File: config.mk
export PLATFORM = sky130hd
export DESIGN_NAME = seg_input_ports
export DESIGN_NICKNAME = d
export VERILOG_FILES = /design/src/shared/seg_port_pkg.sv /design/src/core/pin_sync.sv /design/src/core/seg_input_ports.sv
export VERILOG_INCLUDE_DIRS = /design/src /design/src/shared
export SDC_FILE = /design/constraint.sdc
export NUM_CORES = 1
export LEC_CHECK = 0
export BUFFER_PORTS_ARGS = -buffer_cell sky130_fd_sc_hd__buf_2
export CAP_MARGIN = 0
export CORE_MARGIN = 4
export CORE_UTILIZATION = 50
export DETAILED_ROUTE_END_ITERATION = 10
export GPL_TIMING_DRIVEN = 0
export MAX_ROUTING_LAYER = met4
export PLACE_DENSITY = 0.73
export SYNTH_ARGS = -nofsm -noshare
export SYNTH_HDL_FRONTEND = slang
export SYNTH_SLANG_ARGS = --single-unit
File: constraint.sdc
create_clock -name clk -period 2.09 [get_ports clk]
set_input_delay 0 -clock clk [delete_from_list [all_inputs] [get_ports clk]]
set_output_delay 0 -clock clk [all_outputs]
set_load 0.03 [all_outputs]
File: src/shared/seg_port_regs.svh
// Purpose: register offsets, field positions and reset values for the segment input ports
// Assumes: included by bare name
// Notes: offsets are register indices on the plain register port
`ifndef SEG_PORT_REGS_SVH
`define SEG_PORT_REGS_SVH
`define ADDR_W 9
`define OFF_PORT_E 9'h009
`define OFF_DIR_E 9'h089
`define OFF_PORT_F 9'h107
`define OFF_SEG_EN 9'h10d
`define OFF_DIR_F 9'h187
`define OFF_PORT_G 9'h108
`define OFF_DIR_G 9'h188
`define RST_PORT 8'h00
`define RST_DIR 8'hff
`define RST_SEG_EN 8'hff
`define RST_ZERO 8'h00
`define SE_BIT_G05 1
`define SE_BIT_G09 2
`define SE_BIT_G12 3
`define SE_BIT_G16 4
`define SE_BIT_G20 5
`define SE_BIT_G27 6
`define PIN_E_G09_LO 4
`define PIN_E_TOP 7
`define PIN_F_G16_LO 4
`define PIN_G_TOP 7
`endif

File: src/shared/seg_port_pkg.sv
// Purpose: shared types for the segment input ports
// Assumes: none
// Notes: port selector used by the port and direction decode functions
package seg_port_pkg;
  typedef enum logic [1:0] {
    sel_none,
    sel_e,
    sel_f,
    sel_g
  } port_sel_t;
  typedef logic [7:0] byte_t;
endpackage

File: src/core/pin_sync.sv
// Purpose: three-flop synchroniser with agreement filter for one pin byte
// Assumes: pins are asynchronous to clk
// Notes: first stage feeds only the second stage
`timescale 1ns/1ps
module pin_sync #(
  parameter int WIDTH = 8
) (
  input wire logic clk,
  input wire logic nrst,
  input wire logic [WIDTH-1:0] pin_in,
  output logic [WIDTH-1:0] level
);
  logic [WIDTH-1:0] stage_a;
  logic [WIDTH-1:0] stage_b;
  logic [WIDTH-1:0] stage_c;

  // Metastability chain
  always_ff @(posedge clk or negedge nrst) begin
    if (!nrst) begin
      stage_a <= '0;
      stage_b <= '0;
      stage_c <= '0;
    end else begin
      stage_a <= pin_in;
      stage_b <= stage_a;
      stage_c <= stage_b;
    end
  end

  // Change accepted once stages two and three agree, per bit
  genvar i;
  generate
    for (i = 0; i < WIDTH; i++) begin : g_bit
      always_ff @(posedge clk or negedge nrst) begin
        if (!nrst) begin
          level[i] <= 1'b0;
        end else if (stage_b[i] == stage_c[i]) begin
          level[i] <= stage_c[i];
        end
      end
    end
  endgenerate
endmodule

File: src/core/seg_input_ports.sv
// Purpose: ports E, F, G as digital inputs shared with LCD segment outputs
// Assumes: one instruction clock; register port with read data one cycle later
// Notes: segment enable overrides direction; latch writes are read-modify-write
`timescale 1ns/1ps
`include "seg_port_regs.svh"

// Notes on behaviour
// Port E has eight digital input pins, each shared with a segment driver output.
// After reset every pin of ports E, F and G belongs to the segment driver.
// A pin turns digital input only while its segment enable bit is clear.
// A set segment enable bit masks the direction bits of its pins.
// Port E bits 0 to 6 are segments 5 to 11 and bit 7 is segment 27.
// Port F bits 0 to 7 are segments 12 to 19, released by groups 12 and 16.
// Port G bits 0 to 6 are segments 20 to 26 and bit 7 is segment 28.
// The group 27 bit owns port E bit 7 and port G bit 7.
// Port E bits 0 to 6 are released by the groups at segments 5 and 9.
// A port read returns pin levels and a port write goes only to the latch.
// A port write reads the pins, merges the value and writes all latch bits.
// Writes commit at the end of the cycle and reads sample at its start.
// Software should place a non-accessing cycle between a port write and its read.
// A set direction bit floats the pin and a clear bit drives the latch out.
// Each segment enable bit is exported as a group ownership signal.
module seg_input_ports #(
  parameter int WIDTH = 8
) (
  input wire logic clk,
  input wire logic nrst,
  input wire logic [`ADDR_W-1:0] addr,
  input wire logic [WIDTH-1:0] wdata,
  input wire logic wr_en,
  input wire logic rd_en,
  output seg_port_pkg::byte_t rdata,
  input wire logic [WIDTH-1:0] pin_e_in,
  input wire logic [WIDTH-1:0] pin_f_in,
  input wire logic [WIDTH-1:0] pin_g_in,
  output logic [WIDTH-1:0] pin_e_out,
  output logic [WIDTH-1:0] pin_f_out,
  output logic [WIDTH-1:0] pin_g_out,
  output logic [WIDTH-1:0] pin_e_oe,
  output logic [WIDTH-1:0] pin_f_oe,
  output logic [WIDTH-1:0] pin_g_oe,
  output logic [WIDTH-1:0] seg_e_own,
  output logic [WIDTH-1:0] seg_f_own,
  output logic [WIDTH-1:0] seg_g_own,
  output logic [WIDTH-1:0] seg_group_own
);
  import seg_port_pkg::*;

  // Pin levels after the synchronisers
  logic [WIDTH-1:0] lvl_e;
  logic [WIDTH-1:0] lvl_f;
  logic [WIDTH-1:0] lvl_g;

  // Software-visible control registers
  logic [WIDTH-1:0] segment_pin_enable;
  logic [WIDTH-1:0] port_e_direction;
  logic [WIDTH-1:0] port_f_direction;
  logic [WIDTH-1:0] port_g_direction;

  // Output latches, kept even while the pin is owned or floating
  logic [WIDTH-1:0] latch_e;
  logic [WIDTH-1:0] latch_f;
  logic [WIDTH-1:0] latch_g;

  // Per-pin ownership, high while the LCD driver has the pin
  logic [WIDTH-1:0] own_e;
  logic [WIDTH-1:0] own_f;
  logic [WIDTH-1:0] own_g;

  // Port values as software reads them
  logic [WIDTH-1:0] input_port_e_value;
  logic [WIDTH-1:0] input_port_f_value;
  logic [WIDTH-1:0] input_port_g_value;

  // Register port decode results
  logic [WIDTH-1:0] next_rdata;
  port_sel_t wsel;
  port_sel_t wdir;

  // Port register decode, shared by write and read paths
  function automatic port_sel_t port_of(input logic [`ADDR_W-1:0] a);
    if (a == `OFF_PORT_E) begin
      return sel_e;
    end else if (a == `OFF_PORT_F) begin
      return sel_f;
    end else if (a == `OFF_PORT_G) begin
      return sel_g;
    end
    return sel_none;
  endfunction

  // Direction register decode, shared by write and read paths
  function automatic port_sel_t dir_of(input logic [`ADDR_W-1:0] a);
    if (a == `OFF_DIR_E) begin
      return sel_e;
    end else if (a == `OFF_DIR_F) begin
      return sel_f;
    end else if (a == `OFF_DIR_G) begin
      return sel_g;
    end
    return sel_none;
  endfunction

  // Segment enable register decode
  function automatic logic is_seg_en(input logic [`ADDR_W-1:0] a);
    return a == `OFF_SEG_EN;
  endfunction

  // Owned pins read low, so software never sees the segment waveform
  function automatic logic [WIDTH-1:0] visible(
    input logic [WIDTH-1:0] lvl,
    input logic [WIDTH-1:0] own
  );
    return lvl & ~own;
  endfunction

  // Driver on only for a clear direction bit on a pin the LCD does not own
  function automatic logic [WIDTH-1:0] drive_en(
    input logic [WIDTH-1:0] dir,
    input logic [WIDTH-1:0] own
  );
    return ~dir & ~own;
  endfunction

  // Pin synchronisers; pins are asynchronous to the core clock
  pin_sync #(.WIDTH(WIDTH)) u_sync_e (
    .clk(clk),
    .nrst(nrst),
    .pin_in(pin_e_in),
    .level(lvl_e)
  );
  pin_sync #(.WIDTH(WIDTH)) u_sync_f (
    .clk(clk),
    .nrst(nrst),
    .pin_in(pin_f_in),
    .level(lvl_f)
  );
  pin_sync #(.WIDTH(WIDTH)) u_sync_g (
    .clk(clk),
    .nrst(nrst),
    .pin_in(pin_g_in),
    .level(lvl_g)
  );

  // Per-pin ownership: each pin follows the one group bit that covers it
  genvar p;
  generate
    for (p = 0; p < WIDTH; p++) begin : g_own
      always_comb begin
        if (p == `PIN_E_TOP) begin
          own_e[p] = segment_pin_enable[`SE_BIT_G27];
        end else if (p >= `PIN_E_G09_LO) begin
          own_e[p] = segment_pin_enable[`SE_BIT_G09];
        end else begin
          own_e[p] = segment_pin_enable[`SE_BIT_G05];
        end
        if (p >= `PIN_F_G16_LO) begin
          own_f[p] = segment_pin_enable[`SE_BIT_G16];
        end else begin
          own_f[p] = segment_pin_enable[`SE_BIT_G12];
        end
        if (p == `PIN_G_TOP) begin
          own_g[p] = segment_pin_enable[`SE_BIT_G27];
        end else begin
          own_g[p] = segment_pin_enable[`SE_BIT_G20];
        end
      end
    end
  endgenerate

  // Pin values as software sees them; owned pins read low
  always_comb begin
    input_port_e_value = visible(lvl_e, own_e);
    input_port_f_value = visible(lvl_f, own_f);
    input_port_g_value = visible(lvl_g, own_g);
  end

  // Write decodes, qualified by the strobe
  assign wsel = wr_en ? port_of(addr) : sel_none;
  assign wdir = wr_en ? dir_of(addr) : sel_none;

  // Segment enable register, all groups owned after reset
  always_ff @(posedge clk or negedge nrst) begin
    if (!nrst) begin
      segment_pin_enable <= `RST_SEG_EN;
    end else if (wr_en && is_seg_en(addr)) begin
      segment_pin_enable <= wdata;
    end
  end

  // Direction registers
  always_ff @(posedge clk or negedge nrst) begin
    if (!nrst) begin
      port_e_direction <= `RST_DIR;
      port_f_direction <= `RST_DIR;
      port_g_direction <= `RST_DIR;
    end else begin
      unique case (wdir)
        sel_e: port_e_direction <= wdata;
        sel_f: port_f_direction <= wdata;
        sel_g: port_g_direction <= wdata;
        sel_none: begin
        end
      endcase
    end
  end

  // Output latches: software has already merged the pin levels into the
  // value, so the whole byte lands, input-pin bits included
  always_ff @(posedge clk or negedge nrst) begin
    if (!nrst) begin
      latch_e <= `RST_PORT;
      latch_f <= `RST_PORT;
      latch_g <= `RST_PORT;
    end else begin
      unique case (wsel)
        sel_e: latch_e <= wdata;
        sel_f: latch_f <= wdata;
        sel_g: latch_g <= wdata;
        sel_none: begin
        end
      endcase
    end
  end

  // Pin drive enables: segment ownership beats direction
  always_ff @(posedge clk or negedge nrst) begin
    if (!nrst) begin
      pin_e_oe <= `RST_ZERO;
      pin_f_oe <= `RST_ZERO;
      pin_g_oe <= `RST_ZERO;
    end else begin
      pin_e_oe <= drive_en(port_e_direction, own_e);
      pin_f_oe <= drive_en(port_f_direction, own_f);
      pin_g_oe <= drive_en(port_g_direction, own_g);
    end
  end

  // Pin data: the latch is offered even while the driver is off
  always_ff @(posedge clk or negedge nrst) begin
    if (!nrst) begin
      pin_e_out <= `RST_ZERO;
      pin_f_out <= `RST_ZERO;
      pin_g_out <= `RST_ZERO;
    end else begin
      pin_e_out <= latch_e;
      pin_f_out <= latch_f;
      pin_g_out <= latch_g;
    end
  end

  // Ownership handed to the LCD driver, pin by pin
  always_ff @(posedge clk or negedge nrst) begin
    if (!nrst) begin
      seg_e_own <= `RST_SEG_EN;
      seg_f_own <= `RST_SEG_EN;
      seg_g_own <= `RST_SEG_EN;
    end else begin
      seg_e_own <= own_e;
      seg_f_own <= own_f;
      seg_g_own <= own_g;
    end
  end

  // Group bits exported as they stand in the register
  always_ff @(posedge clk or negedge nrst) begin
    if (!nrst) begin
      seg_group_own <= `RST_SEG_EN;
    end else begin
      seg_group_own <= segment_pin_enable;
    end
  end

  // Read mux: pins sampled at the read cycle start; a read right after
  // a port write may still see the old pin level
  always_comb begin
    next_rdata = `RST_ZERO;
    unique case (port_of(addr))
      sel_e: next_rdata = input_port_e_value;
      sel_f: next_rdata = input_port_f_value;
      sel_g: next_rdata = input_port_g_value;
      sel_none: begin
        if (is_seg_en(addr)) begin
          next_rdata = segment_pin_enable;
        end else begin
          unique case (dir_of(addr))
            sel_e: next_rdata = port_e_direction;
            sel_f: next_rdata = port_f_direction;
            sel_g: next_rdata = port_g_direction;
            sel_none: begin
            end
          endcase
        end
      end
    endcase
  end

  // Read data stands one cycle, zero otherwise
  always_ff @(posedge clk or negedge nrst) begin
    if (!nrst) begin
      rdata <= `RST_ZERO;
    end else if (rd_en) begin
      rdata <= next_rdata;
    end else begin
      rdata <= `RST_ZERO;
    end
  end
endmodule

==> results.cfg, run 1 <==
[timing]
timing.hold.ws_ns = 0.05987
max_slew_margin_pct = 49.78
rsz0062_at_grt = false
maxClockFrequency_ghz = 0.5355
finalCritPeriodShare_pct = 89.35
worst_pin_slew_ns = 0.7533
finalMaxSlewViolations = 0
setup-violations-final = 0
period_minus_slack_ns = 1.867
hold_viol = 0
clock_skews_ns = 0.008764

[global_route]
grt.met2_usage_pct = 29.27
grt.overflow.total = 0
gr-usage-met1_pct = 23.04
antenna_violations_before_repair = 0
grt.total_usage_pct = 17.66
global_route.peak_usage_layer = met2
groute.layer.met3.usage_pct = 3.009
grt_first_pass_wirelength_um = 22510
via_count_of_the_first_global_routing_pass = 4274
grt_max_degree = 111

[place]
globalplace.congestion = 0.8404
portBuffers = 130
placed_cell_area_mm2 = 0.008257
post_detailed_placement_half_perimeter_wirelength_um = 9678

[clock_tree]
tritoncts = yes
ctsLongestPathBuffers = 3
worst_path_clk_slew_ns = 0.06
total_clock_buffers_created_by_cts = 21
postCtsHoldBufs = 34
post_cts.repair.setup_buffers = 0
total_of_cells_resized_after_clock_tree_synthesis = 0
clock_tree_root_buffer_cell = sky130_fd_sc_hd__clkbuf_16
clock_insertion_delay_worst_skew_ns = 0.49
ctsHtreeMaxLevel = 1
cts_num_sinks = 216

[route]
final_ant_viol_nets = 0
drt_first_iter_violations = 186
vias_per_cell = 4.976
wire_per_inst_um = 16.75
drtPass1Iterations = 4
dr_total_vias = 4130
drt_drc_violations_left = 0
drt_wl_total_um = 13900

[run]
max-cap-violations = 0

[synthesis]
synth_cells = 443
yosys.area.top_type = sky130_fd_sc_hd__dfrtp_1
synth-edff-count = 0
synth.yosys.warnings = 0
synth_async_sr_flop_share_pct = 100.0
netlist_top_cells_area = sky130_fd_sc_hd__dfrtp_1 (60%), sky130_fd_sc_hd__dfstp_2 (14%), sky130_fd_sc_hd__mux2_2 (8.6%), sky130_fd_sc_hd__maj3_1 (3.3%), sky130_fd_sc_hd__buf_4 (2.7%)
yosys_register_bits = 216
synth_ff_type = sky130_fd_sc_hd__dfrtp_1
synth.distinct_cells = 31
mappedNetlistArea_mm2 = 0.007338
synth_largest_type_area_fraction_pct = 60.02
synth_fp_nets = 488
syn_avg_cell_area_um2 = 16.56
synth_seq_area_share_pct = 74.34

[floorplan]
boundaryPins = 133
die_height_um = 129.1
placement_rows = 44
floorplan.initialDensity_pct = 50.68
design.core.area_mm2 = 0.01448
fp.dieW_um = 129.1
fp.dieArea_mm2 = 0.01668

[power]
cellLeakagePower_uw = 0.004358
worst_ir_drop_vdd_mv = 0.6783
power.density_cell_area_mw_per_mm2 = 926.7

[layout]
final_net_count = 676
most_frequent_cells_in_the_layout = sky130_fd_sc_hd__dfrtp_1 (176), sky130_fd_sc_hd__buf_2 (131), sky130_fd_sc_hd__mux2_2 (56)
area.growth.synth_to_final_pct = 26.21
finish.instance_area_mm2 = 0.009261
diodes = 0
proportion_of_layout_cells_with_a_drive_suffix_above_1_pct = 46.59
mostFrequentLayoutCell = sky130_fd_sc_hd__dfrtp_1

[min_path]
worst_hold_path_type = primary input to flop
min-delay-start = addr[6]

[setup_path]
worst_r2r_startpoint = segment_pin_enable[5]
cp-start-kind = flop
crit_arrival_ns = 2.21
critical_path.cell_chain = clkbuf_1, nor2b_1, a22o_1, a2111oi_0, a311oi_1
critical_path.top_delay_family = compound AO/OA/AOI/OAI gates
critPathCaptureType = flop
critical_path.slowest_cell = sky130_fd_sc_hd__dfstp_2
criticalPathCategory = flop to flop
cp_data_required_time_ns = 2.43
timing.critical_path.from = segment_pin_enable[5]
critical_path.n_buffers_inverters = 1
max_stage_delay_ns = 0.56
path_max_fanout = 10

[status]
status = complete, no violations
[layout make-up]
| class | count | area, um2 |
|---|---|---|
| Clock inverter | 7 | 41.29 |
| Multi-Input combinational cell | 193 | 1655 |
| Tap cell | 184 | 230.2 |
| Fill cell | 1057 | 5218 |
| Sequential cell | 216 | 5455 |
| Clock buffer | 31 | 623.1 |
| Buffer | 34 | 227.7 |
| Timing Repair Buffer | 165 | 1028 |
[metrics by stage]
stage	TNS (ns)	cells	total power, uW	setup WS, ns	util, %
finish	0	830	8583	0.2226	63.96
global route	0	830	8927	0.04530	63.96
CTS	0	830	8688	0.2091	63.96
detailed placement	0	758	5071	0.2124	57.03
global placement	-434.38	757	5039	-2.247	56.77
floorplan	0	443	4801	0.4975	-
[kinds of logic after synthesis]
family | count (synthesis) | synth area share (%)
flip-flops | 216 | 74.34
AND/OR/NAND/NOR | 60 | 5.251
multiplexers | 56 | 8.593
AO/OA/AOI/OAI | 53 | 5.439
buffers and inverters | 34 | 3.103
adder cells (fa/ha/maj) | 24 | 3.274
[synthesized netlist by cell type (2+ instances only)]
cell type                  count
sky130_fd_sc_hd__nor2_1       28
sky130_fd_sc_hd__buf_4        26
sky130_fd_sc_hd__dfrtp_1     176
sky130_fd_sc_hd__mux2_2       56
sky130_fd_sc_hd__nand4_4       2
sky130_fd_sc_hd__buf_2         2
sky130_fd_sc_hd__o211ai_1      8
sky130_fd_sc_hd__clkbuf_1      4
sky130_fd_sc_hd__a21oi_1       7
sky130_fd_sc_hd__dfstp_2      40
sky130_fd_sc_hd__nor2b_1       9
sky130_fd_sc_hd__nor3_2        3
sky130_fd_sc_hd__nor3_1        2
sky130_fd_sc_hd__nand2_1       4
sky130_fd_sc_hd__nand3b_1      3
sky130_fd_sc_hd__nand3_2       4
sky130_fd_sc_hd__a22o_1        2
sky130_fd_sc_hd__a22oi_1      13
sky130_fd_sc_hd__buf_1         2
sky130_fd_sc_hd__a221oi_1      6
sky130_fd_sc_hd__a21o_1       12
sky130_fd_sc_hd__a32oi_1       2
sky130_fd_sc_hd__maj3_1       24
[layer usage]
metal  wire (um)  up-vias  part of all wire [%]
met2        7080      117                    51
li1            -     1916                     -
met4         212        0                   1.5
met3         776       23                   5.6
met1        5830     2074                    42
met5           0        -                     0
[power breakdown]
part           switching [uW]  total, uW  leakage (uW)  internal, uW
Clock                    1480       3550      0.000333          2070
Sequential               95.7       4480       0.00253          4390
Combinational             334        552       0.00150           219
Total                    1910       8580       0.00436          6680
[worst register-to-register path: stages (launching register included)]
cell                        delay [ns]
sky130_fd_sc_hd__dfstp_2          0.56
sky130_fd_sc_hd__clkbuf_1         0.36
sky130_fd_sc_hd__nor2b_1          0.09
sky130_fd_sc_hd__a22o_1           0.20
sky130_fd_sc_hd__a2111oi_0        0.40
sky130_fd_sc_hd__a311oi_1         0.10
[path summary, 6_finish.rpt]
kind,to,depth (start not counted),slack (ns)
setup / recovery,rdata[5],5,0.22
hold / removal,rdata[1],5,0.06
setup reg to reg,rdata[5],5,0.22
hold reg to reg,u_sync_g.stage_b[5],0,0.34
max in group asynchronous,u_sync_f.stage_a[7],3,0.96
min in group asynchronous,pin_f_out[5],2,0.15
Note: power is estimated with default switching activity, not from simulation.
==> run 2: changes to the inputs <==
--- a/config.mk
+++ b/config.mk
@@ -12,8 +12,10 @@
 export CORE_UTILIZATION = 50
 export DETAILED_ROUTE_END_ITERATION = 10
 export GPL_TIMING_DRIVEN = 0
+export HOLD_SLACK_MARGIN = 0.08
 export MAX_ROUTING_LAYER = met4
 export PLACE_DENSITY = 0.73
+export SKIP_CTS_REPAIR_TIMING = 1
 export SYNTH_ARGS = -nofsm -noshare
 export SYNTH_HDL_FRONTEND = slang
 export SYNTH_SLANG_ARGS = --single-unit
==> run 2 against run 1 <==
Global-route usage is 0.33 points lower. Non-clock buffer count is 3 higher. Sequential power hardly changed. Critical path type unchanged. Largest power group unchanged.
==> results.cfg, run 2 (synthesis gave the netlist of run 1 again) <==
[route]
drt_first_iter_violations = 186
drt_drc_violations_left = 0
drtPass1Iterations = 4
drt_wl_total_um = 14030
vias_per_cell = 4.982
wire_per_inst_um = 16.85
final_ant_viol_nets = 0
dr_total_vias = 4150

[floorplan]
design.core.area_mm2 = 0.01448
floorplan.initialDensity_pct = 50.68
boundaryPins = 133
die_height_um = 129.1
fp.dieW_um = 129.1
fp.dieArea_mm2 = 0.01668
placement_rows = 44

[power]
power.density_cell_area_mw_per_mm2 = 925.3
worst_ir_drop_vdd_mv = 0.6786
cellLeakagePower_uw = 0.004371

[place]
portBuffers = 130
post_detailed_placement_half_perimeter_wirelength_um = 9678
globalplace.congestion = 0.8404
pre_cts_ws_ns = 0.2124

[clock_tree]
clock_insertion_delay_worst_skew_ns = 0.49
ctsLongestPathBuffers = 3
tritoncts = yes
cts_num_sinks = 216
worst_path_clk_slew_ns = 0.06
clock_tree_root_buffer_cell = sky130_fd_sc_hd__clkbuf_16
total_clock_buffers_created_by_cts = 21
ctsHtreeMaxLevel = 1

[setup_path]
path_max_fanout = 10
max_stage_delay_ns = 0.56
critical_path.n_buffers_inverters = 1
critPathCaptureType = flop
cp_data_required_time_ns = 2.43
crit_arrival_ns = 2.23
critical_path.slowest_cell = sky130_fd_sc_hd__dfstp_2
timing.critical_path.from = segment_pin_enable[5]
critical_path.cell_chain = clkbuf_1, nor2b_1, a22o_1, a2111oi_0, a311oi_1
timing.critical_path.depth = 5
critical_path.top_delay_family = compound AO/OA/AOI/OAI gates
r2r.worst_path.cells = 5
criticalPathCategory = flop to flop
cp-start-kind = flop
worst_r2r_startpoint = segment_pin_enable[5]

[layout]
seqCellArea_mm2 = 0.005455
area.growth.synth_to_final_pct = 26.62
mostFrequentLayoutCell = sky130_fd_sc_hd__dfrtp_1
most_frequent_cells_in_the_layout = sky130_fd_sc_hd__dfrtp_1 (176), sky130_fd_sc_hd__buf_2 (131), sky130_fd_sc_hd__mux2_2 (56)
proportion_of_layout_cells_with_a_drive_suffix_above_1_pct = 46.38
final.fill_count = 1054
diodes = 0
multi_input_area_mm2 = 0.001655
final_net_count = 679

[global_route]
grt_first_pass_wirelength_um = 22030
grt.total_usage_pct = 17.33
grt_max_degree = 111
via_count_of_the_first_global_routing_pass = 4145
grt.overflow.total = 0
antenna_violations_before_repair = 0

[min_path]
whs_path_depth = 5
min-delay-start = addr[8]
worst_hold_path_type = primary input to flop

[timing]
worst_pin_slew_ns = 0.7548
maxClockFrequency_ghz = 0.5284
period_minus_slack_ns = 1.893
setup-violations-final = 0
finalMaxSlewViolations = 0
setup_slack_ns = 0.1974
max_slew_margin_pct = 49.68
clock_skews_ns = 0.009944
rsz0062_at_grt = false
hold_viol = 0
setup_tns_ns = 0
timing.hold.ws_ns = 0.1038
finalCritPeriodShare_pct = 90.56

[status]
status = complete, no violations

[run]
max-cap-violations = 0
==> run 2: stage by stage <==
step / cells / cell area, um2 / total power (uW) / utilization [%]
after global routing: 833 / 9291 / 8932 / 64.17
after detailed placement: 758 / 8257 / 5071 / 57.03
after global placement: 757 / 8219 / 5039 / 56.77
final: 833 / 9291 / 8597 / 64.17
after floorplan: 443 / 7338 / 4801 / -
after CTS: 796 / 8921 / 8640 / 61.61
==> run 2: worst reg2reg max path: stages (launching register included) <==
cell and delay (ns):
sky130_fd_sc_hd__dfstp_2 0.56, sky130_fd_sc_hd__clkbuf_1 0.36, sky130_fd_sc_hd__nor2b_1 0.09, sky130_fd_sc_hd__a22o_1 0.20
sky130_fd_sc_hd__a2111oi_0 0.43, sky130_fd_sc_hd__a311oi_1 0.10
==> run 2: path summary, 6_finish.rpt <==
kind | end | slack (ns)
min in group asynchronous | pin_f_out[5] | 0.15
max in group asynchronous | port_e_direction[1] | 0.96
max reg2reg | rdata[5] | 0.20
min reg2reg | u_sync_g.stage_b[5] | 0.34
min | rdata[5] | 0.10
max | rdata[5] | 0.20
==> run 2: final cells by class <==
type	instances	share of cell area, %
tap	184	2.478
clock inverter	7	0.4444
multi-input combinational	193	17.82
timing repair buffer	168	11.39
buffer	34	2.451
clock buffer	31	6.706
sequential	216	58.71
==> run 2: power breakdown <==
group	total [uW]	leakage (uW)	internal, uW	switching (uW)
clock	3560	0.000333	2070	1490
sequential	4480	0.00253	4390	95.8
combinational	557	0.00151	222	335
total	8600	0.00437	6680	1920
==> run 2: per-layer routing <==
layer  up-vias  routed length (um)  global-route usage (%)
li1       1919                   -                       -
met1      2084                5847                   22.76
met2       122                7110                   28.32
met3        25                 838                   3.215
met4         0                 238                   4.324
met5         -                   0                       -
